===== src/logic/sacr_defs.vh =====
// Purpose: constants for the serial adapter control register bank
// Assumes: 8-bit I/O registers at consecutive byte offsets
// Notes: included by sacr_regs.v only
`ifndef SACR_DEFS_VH
`define SACR_DEFS_VH
// ========================================
// register offsets
`define SACR_OFS_ACCESS 3'h0
`define SACR_OFS_UNUSED 3'h1
`define SACR_OFS_LAYOUT 3'h2
`define SACR_OFS_RSTSTAT 3'h3
`define SACR_OFS_HOST_IRQ_GATE 3'h4
`define SACR_OFS_LINE 3'h5
`define SACR_OFS_SECLO 3'h6
`define SACR_OFS_SECHI 3'h7
// ========================================
// field positions
`define SACR_BIT_GATE 7
`define SACR_BIT_TARGET 6
`define SACR_BIT_LINEAR 7
`define SACR_BIT_IRQPEND 5
`define SACR_BIT_RSTDONE 4
`define SACR_BIT_IRQGATE 6
`define SACR_BIT_LLOOP 7
`define SACR_BIT_RLOOP 6
// ========================================
// fixed read constants of otherwise unused bits
`define SACR_RD_FIX_ACCESS 8'h10
`define SACR_RD_FIX_LAYOUT 8'h20
`define SACR_RD_FIX_RSTSTAT 8'h08
`define SACR_ZERO8 8'h00
// ========================================
// line mode codes
`define SACR_MODE_RS232 4'h2
`define SACR_MODE_RS485T 4'h4
`define SACR_MODE_RS485 4'h5
`define SACR_MODE_RS530 4'hd
`define SACR_MODE_RS530A 4'hf
`define SACR_MODE_V35 4'he
// ========================================
// reset values and timing
`define SACR_SEC_DEFAULT 16'hffff
`define SACR_CLK_HZ 20000000
`define SACR_RST_NS 320
`define SACR_PAGE_BITS 4
`endif


===== src/logic/sacr_regs.v =====
// Purpose: host control and status register bank of a serial adapter
// Assumes: one 20 MHz clock; host strobes synchronous to sys_clk
// Notes: the controller core and memory itself live outside this block
//
// Operation
// offset 0 bit 7 gates host access to RAM or controller; resets 0.
// offset 0 bit 6 steers access: 1 RAM, 0 controller; resets 0.
// offset 0 bits 3..0 pick one of sixteen 16K pages; read back.
// unused read bits return fixed constants; don't-care write bits ignored.
// offset 2 bit 7 selects linear 256K or paged window; resets 0.
// offset 4 bit 6 is host interrupt enable, readable; resets 0.
// offset 3 bit 5 reads controller interrupt, low while pending.
// offset 3 bit 4 reads 0 while on-board reset active.
// any single write to offset 3 starts a controller reset.
// reset sequence lasts about 320 ns, status bit 0 meanwhile.
// host waits for reset status 1 before touching the controller.
// offset 5 bits 3..0 drive transceiver mode, read back, reset 0.
// mode code 0010 selects RS-232.
// termination on RXD, RXC, TXC in RS-530, 530A, 485T, V.35.
// offsets 6 and 7 read the 16-bit security word, default FFFF.
// one controller port pin selects transmit timing source.
// address bits 6 and 7 drive controller data and DMA selects.
// card claims one irq, 8 I/O bytes, 16K or 256K window.
// 20 MHz clock feeds the controller and its ports 0 and 1.
// external sync taken from carrier-detect line.
// other mode codes: 0100, 0101, 1101, 1111, 1110.
// offset 5 bits 7 and 6 drive local and remote loopback.
// host irq asserted only when enabled and controller pending.
`timescale 1ns/1ns
`default_nettype none
`include "sacr_defs.vh"

module sacr_regs #(
  parameter [15:0] SECURITY_WORD = `SACR_SEC_DEFAULT,
  parameter PAGE_BITS = `SACR_PAGE_BITS
) (
  input wire sys_clk,
  input wire rst_n,
  input wire [2:0] io_addr,
  input wire io_wr,
  input wire io_rd,
  input wire [7:0] io_wdata,
  output reg [7:0] io_rdata,
  input wire [7:0] host_mem_addr,
  input wire host_sel,
  input wire controller_irq_pending_n,
  input wire rx_tx_clock,
  input wire ctrl_tx_clock,
  input wire timing_source_port,
  input wire carrier_detect_in,
  output wire host_access_gate,
  output wire window_target_select,
  output wire [PAGE_BITS-1:0] ram_page_select,
  output wire window_linear,
  output wire ram_sel,
  output wire ctrl_sel,
  output wire host_addr_bit6,
  output wire host_addr_bit7,
  output wire ctrl_reset_n,
  output wire reset_done_status,
  output wire host_irq_gate,
  output wire host_irq,
  output wire local_loop_out,
  output wire remote_loop_out,
  output wire [3:0] line_mode_select,
  output wire line_term_en,
  output wire mode_rs232,
  output wire tx_timing_out,
  output wire ctrl_port0_clk,
  output wire ctrl_port1_clk,
  output wire ctrl_clk,
  output wire ctrl_sync_in
);

// ========================================
// reset timing
localparam integer RST_CYC_RAW = (`SACR_RST_NS * (`SACR_CLK_HZ / 1000000))
  / 1000;
localparam integer RST_CYC = (RST_CYC_RAW < 1) ? 1 : RST_CYC_RAW;
localparam [3:0] RST_CYC_W = RST_CYC[3:0];

reg gate_reg;
reg target_reg;
reg [PAGE_BITS-1:0] page_reg;
reg linear_reg;
reg host_irq_gate_reg;
reg lloop_reg;
reg rloop_reg;
reg [3:0] mode_reg;
reg [3:0] rst_cnt_reg;
reg [3:0] rst_cnt_next;
reg irq_s1_reg;
reg irq_s2_reg;
reg sync_s1_reg;
reg sync_s2_reg;
reg tsel_s1_reg;
reg tsel_s2_reg;

// decode of a register write at a given offset
// 8-byte I/O decode, one irq
function wr_hit;
  input [2:0] addr;
  input wr;
  input [2:0] ofs;
  begin
    wr_hit = wr & (addr == ofs);
  end
endfunction

// ========================================
// control register writes
always @(posedge sys_clk or negedge rst_n)
begin
  if (!rst_n)
  begin
    gate_reg <= 1'b0;
    target_reg <= 1'b0;
    page_reg <= {PAGE_BITS{1'b0}};
    linear_reg <= 1'b0;
    host_irq_gate_reg <= 1'b0;
    lloop_reg <= 1'b0;
    rloop_reg <= 1'b0;
    mode_reg <= 4'h0;
  end
  else
  begin
    if (wr_hit(io_addr, io_wr, `SACR_OFS_ACCESS))
    begin
      // access gate write
      gate_reg <= io_wdata[`SACR_BIT_GATE];
      // target steer write
      target_reg <= io_wdata[`SACR_BIT_TARGET];
      // page select write
      page_reg <= io_wdata[PAGE_BITS-1:0];
    end
    // window layout write
    if (wr_hit(io_addr, io_wr, `SACR_OFS_LAYOUT))
      linear_reg <= io_wdata[`SACR_BIT_LINEAR];
    // interrupt enable write
    if (wr_hit(io_addr, io_wr, `SACR_OFS_HOST_IRQ_GATE))
      host_irq_gate_reg <= io_wdata[`SACR_BIT_IRQGATE];
    if (wr_hit(io_addr, io_wr, `SACR_OFS_LINE))
    begin
      // loopback controls
      lloop_reg <= io_wdata[`SACR_BIT_LLOOP];
      rloop_reg <= io_wdata[`SACR_BIT_RLOOP];
      // line mode latch
      mode_reg <= io_wdata[3:0];
    end
  end
end

// ========================================
// controller reset sequencer
always @*
begin
  rst_cnt_next = rst_cnt_reg;
  // any write to offset 3 restarts the sequence
  if (wr_hit(io_addr, io_wr, `SACR_OFS_RSTSTAT))
    rst_cnt_next = RST_CYC_W;
  else if (rst_cnt_reg != 4'h0)
    rst_cnt_next = rst_cnt_reg - 4'h1;
end

always @(posedge sys_clk or negedge rst_n)
begin
  if (!rst_n)
    rst_cnt_reg <= 4'h0;
  else
    rst_cnt_reg <= rst_cnt_next;
end

// status low for the counted 6 cycles, 300 ns at 20 MHz
assign ctrl_reset_n = (rst_cnt_reg == 4'h0);
// reset status read bit
assign reset_done_status = ctrl_reset_n;

// ========================================
// synchronisers for pins from the controller and connector
// the transmit clocks themselves are passed through as clocks, not sampled; only their select is
always @(posedge sys_clk or negedge rst_n)
begin
  if (!rst_n)
  begin
    irq_s1_reg <= 1'b1;
    irq_s2_reg <= 1'b1;
    sync_s1_reg <= 1'b0;
    sync_s2_reg <= 1'b0;
    tsel_s1_reg <= 1'b0;
    tsel_s2_reg <= 1'b0;
  end
  else
  begin
    irq_s1_reg <= controller_irq_pending_n;
    irq_s2_reg <= irq_s1_reg;
    sync_s1_reg <= carrier_detect_in;
    sync_s2_reg <= sync_s1_reg;
    tsel_s1_reg <= timing_source_port;
    tsel_s2_reg <= tsel_s1_reg;
  end
end

// ========================================
// outputs
assign host_access_gate = gate_reg;
assign window_target_select = target_reg;
assign ram_page_select = page_reg;
assign window_linear = linear_reg;
// access blocked while gate low
// steer to RAM or controller
assign ram_sel = host_sel & gate_reg & target_reg;
assign ctrl_sel = host_sel & gate_reg & ~target_reg;
// address bits to controller selects
assign host_addr_bit6 = host_mem_addr[6];
assign host_addr_bit7 = host_mem_addr[7];
assign host_irq_gate = host_irq_gate_reg;
// gated interrupt
assign host_irq = host_irq_gate_reg & ~irq_s2_reg;
assign local_loop_out = lloop_reg;
assign remote_loop_out = rloop_reg;
assign line_mode_select = mode_reg;
// RS-232 decode
assign mode_rs232 = (mode_reg == `SACR_MODE_RS232);
// termination modes
// terminated 485 listed, unterminated 485 excluded
assign line_term_en = (mode_reg == `SACR_MODE_RS530) |
  (mode_reg == `SACR_MODE_RS530A) |
  (mode_reg == `SACR_MODE_RS485T) |
  (mode_reg == `SACR_MODE_V35);
// transmit timing mux, glitches possible on a live select change
assign tx_timing_out = tsel_s2_reg ? rx_tx_clock : ctrl_tx_clock;
// board clock to controller and ports 0 and 1
assign ctrl_clk = sys_clk;
assign ctrl_port0_clk = sys_clk;
assign ctrl_port1_clk = sys_clk;
// external sync from carrier detect
assign ctrl_sync_in = sync_s2_reg;

// ========================================
// register read path, registered one cycle after io_rd
always @(posedge sys_clk or negedge rst_n)
begin
  if (!rst_n)
    io_rdata <= `SACR_ZERO8;
  else if (io_rd)
  begin
    case (io_addr)
      // page readback; R4: fixed bit 4 set
      `SACR_OFS_ACCESS:
        io_rdata <= `SACR_RD_FIX_ACCESS | {4'h0, page_reg};
      // unused register reads zero
      `SACR_OFS_UNUSED:
        io_rdata <= `SACR_ZERO8;
      `SACR_OFS_LAYOUT:
        io_rdata <= `SACR_RD_FIX_LAYOUT | {linear_reg, 7'h00};
      // pending low; R8: reset status
      `SACR_OFS_RSTSTAT:
        io_rdata <= `SACR_RD_FIX_RSTSTAT |
          {2'b00, irq_s2_reg, reset_done_status, 4'h0};
      `SACR_OFS_HOST_IRQ_GATE:
        io_rdata <= {1'b0, host_irq_gate_reg, 6'h00};
      `SACR_OFS_LINE:
        io_rdata <= {lloop_reg, rloop_reg, 2'b00, mode_reg};
      // security word bytes
      `SACR_OFS_SECLO:
        io_rdata <= SECURITY_WORD[7:0];
      `SACR_OFS_SECHI:
        io_rdata <= SECURITY_WORD[15:8];
      default:
        io_rdata <= `SACR_ZERO8;
    endcase
  end
end

endmodule // sacr_regs
`default_nettype wire


===== config.mk =====
export PLATFORM = sky130hd
export DESIGN_NAME = sacr_regs
export DESIGN_NICKNAME = d
export VERILOG_FILES = /design/src/logic/sacr_regs.v
export VERILOG_INCLUDE_DIRS = /design/src /design/src/logic
export SDC_FILE = /design/constraint.sdc
export NUM_CORES = 1
export LEC_CHECK = 0
export BUFFER_PORTS_ARGS = -buffer_cell sky130_fd_sc_hd__buf_2
export CAP_MARGIN = 20
export CORE_MARGIN = 2
export CORE_UTILIZATION = 46
export CTS_CLUSTER_DIAMETER = 150
export DETAILED_ROUTE_END_ITERATION = 7
export PLACE_DENSITY = 0.79
export SLEW_MARGIN = 0
export SYNTH_ARGS = -nofsm -noshare
export SYNTH_HDL_FRONTEND = slang
export SYNTH_SLANG_ARGS = --single-unit

===== constraint.sdc =====
create_clock -name sys_clk -period 1.8 [get_ports sys_clk]
set_input_delay 0.18 -clock sys_clk [delete_from_list [all_inputs] [get_ports sys_clk]]
set_output_delay 0.18 -clock sys_clk [all_outputs]
set_load 0.1 [all_outputs]

==> out/results.ini <==
[floorplanning]
die_y_um = 60.4
initial_core_util = 0.483
rows = 20
die_w_um = 60.4
core_region_area_um2 = 3030
pin_count = 65
die_area_um2 = 3650

[yosys]
synth-seq-cells = 32
synth_cells = 124
yosys.area.top_type = dfrtp_1
syn_area_um2 = 1460
yosys.area.top_type_share = 0.513
synth_ff_type = dfrtp_1
async_flop_share = 1.00
yosysMostFrequentCell = dfrtp_1
synth_cell_types = 37
seq_area_frac_synth = 0.549
synth-edff-count = 0
synthesis.nets = 154
ys_warn_count = 0
synthTopCellsByArea = dfrtp_1, mux2_2, dfstp_2
yosys-top-cells-count = dfrtp_1, mux2_2, inv_1
post_synth.cell_area_avg_um2 = 11.8

[pwr]
p_per_area_nw_per_um2 = 1890
irDropWorstVdd_mv = 1.09
power_uw = 3940
p_leak_uw = 0.000981

[sta]
max_freq_mhz = 530
setup_viol = 1
fin_tns_setup_ps = -85.4
slew_headroom = 0.545
tightest_slew_ps = 683
worst_slack_ps = -85.4
final.setup_skew_ps = 6.52
rsz0062_at_grt = true
timing.final.hold_violations = 0
min_period_over_period = 1.05
finalCriticalPeriod_ps = 1890
drv_slew = 0

[place]
place_inst = 209
place.gp.congestion = 0.713
place_hpwl_mm = 2.35
place_area_um2 = 1830
io_buffers = 52

[worst_setup_path]
required_ps = 1620
timing.rr.start = rst_cnt_reg[0]
rr_worst_depth = 6
regToRegSetupSlack_ps = 320
crit_type = reg -> out
cp_max_fo = 3
arrival_ps = 1710
crit_start = line_mode_select[0]
critPathLaunchType = flip-flop
endpoint_kind = output pin

[worst_hold_path]
hp-class = in -> reg
worstHoldStart = io_rd
holdPathStages = 2

[cells_and_area]
largest_reg_flops = 8
final_cell_area_um2 = 2080
largest_register = io_rdata
antennaDiodeCount = 0
synthToLayoutAreaGrowth_pct = 42.0
drive_above_1_share = 0.528
nFillCells = 238
fin_cells = 239
final_util = 0.686
finalNetCount = 223

[run_status]
violations = setup timing
status = complete, but fails checks

[grt]
grt_pass1_wl_mm = 5.59
grt_max_degree = 33
globalRouteOverflowTotal = 0
antenna_found_initial = 0
grt_usage = 0.218
grt_pass1_vias = 1239

[detailed_routing]
post_drt_wl_per_cell_um = 14.3
final_antenna_net_count = 0
drtPass1Iterations = 6
drt-initial-drc-count = 23
route.detailed.drc = 0
dr_total_vias = 1195
viasPerCell = 5.00
wl_mm = 3.41

[cts]
cts_tree = yes
path_clk_slew_ps = 90
clk_latency_ps = 440

[job]
maxCapViolCount = 0

final timing paths:
kind / end
max in group asynchronous: line_mode_select[1]
setup reg to reg: rst_cnt_reg[1]
hold reg to reg: ctrl_sync_in
min in group asynchronous: remote_loop_out
hold / removal: io_rdata[7]
setup / recovery: line_term_en
critical path: stages (launching register included):
cell	delay, ps
dfrtp_4	480
or3_4	410
a21boi_4	190
buf_12	190
through the flow:
stage	hold slack [ps]	setup WS (ps)
3_3_place_gp	246	400
3_5_place_dp	264	355
4_1_cts	86.9	-99.4
6_report	96.0	-85.4
5_1_grt	129	-142
2_1_floorplan	-116	-225
final cells by class:
cell class | count | area [µm²] | area share
Sequential cell | 32 | 815 | 0.392
Multi-Input combinational cell | 71 | 614 | 0.296
Timing Repair Buffer | 66 | 449 | 0.216
Clock buffer | 16 | 108 | 0.0518
Tap cell | 44 | 55.1 | 0.0265
Inverter | 10 | 37.5 | 0.0181
power breakdown:
part | internal, µW | switching (µW)
clock | 346 | 813
combinational | 501 | 1260
sequential | 874 | 140
total | 1720 | 2220
timing repair:
action                                  4_1_cts  5_1_grt
hold endpoints to repair                     45        0
pin swaps                                     0        3
hold buffers                                 10        0
endpoints found under the setup margin        4        3
setup buffers                                 2        5
gates resized for setup                       1        1
cell families (layout without fill, tap and decap cells):
| kind of cell | after synthesis | in the layout | synth area share |
|---|---|---|---|
| multiplexers | 15 | 15 | 0.115 |
| flip-flops | 32 | 32 | 0.549 |
| AND/OR/NAND/NOR | 31 | 31 | 0.139 |
| buffers and inverters | 21 | 92 | 0.0769 |
| adder cells (fa/ha/maj) | 1 | 1 | 0.00855 |
| XOR/XNOR | 2 | 2 | 0.0120 |
| AO/OA/AOI/OAI | 22 | 22 | 0.0992 |
layer usage:
metal | GRT usage | part of all wire
met1 | 0.251 | 0.40
met2 | 0.349 | 0.52
met3 | 0.0981 | 0.065
met4 | 0.102 | 0.015
met5 | 0 | 0
cells in the final DEF, fill, tap and decap left out, types with 4 or more instances in the layout:
cell / instances
a21oi_1: 4
buf_2: 48
buf_4: 7
clkbuf_4: 9
dfrtp_1: 25
dlygate4sd3_1: 10
inv_1: 8
mux2_2: 15
nand2_1: 6
nor2_1: 5
o21ai_0: 5
Power figures use the tool's default switching activity.
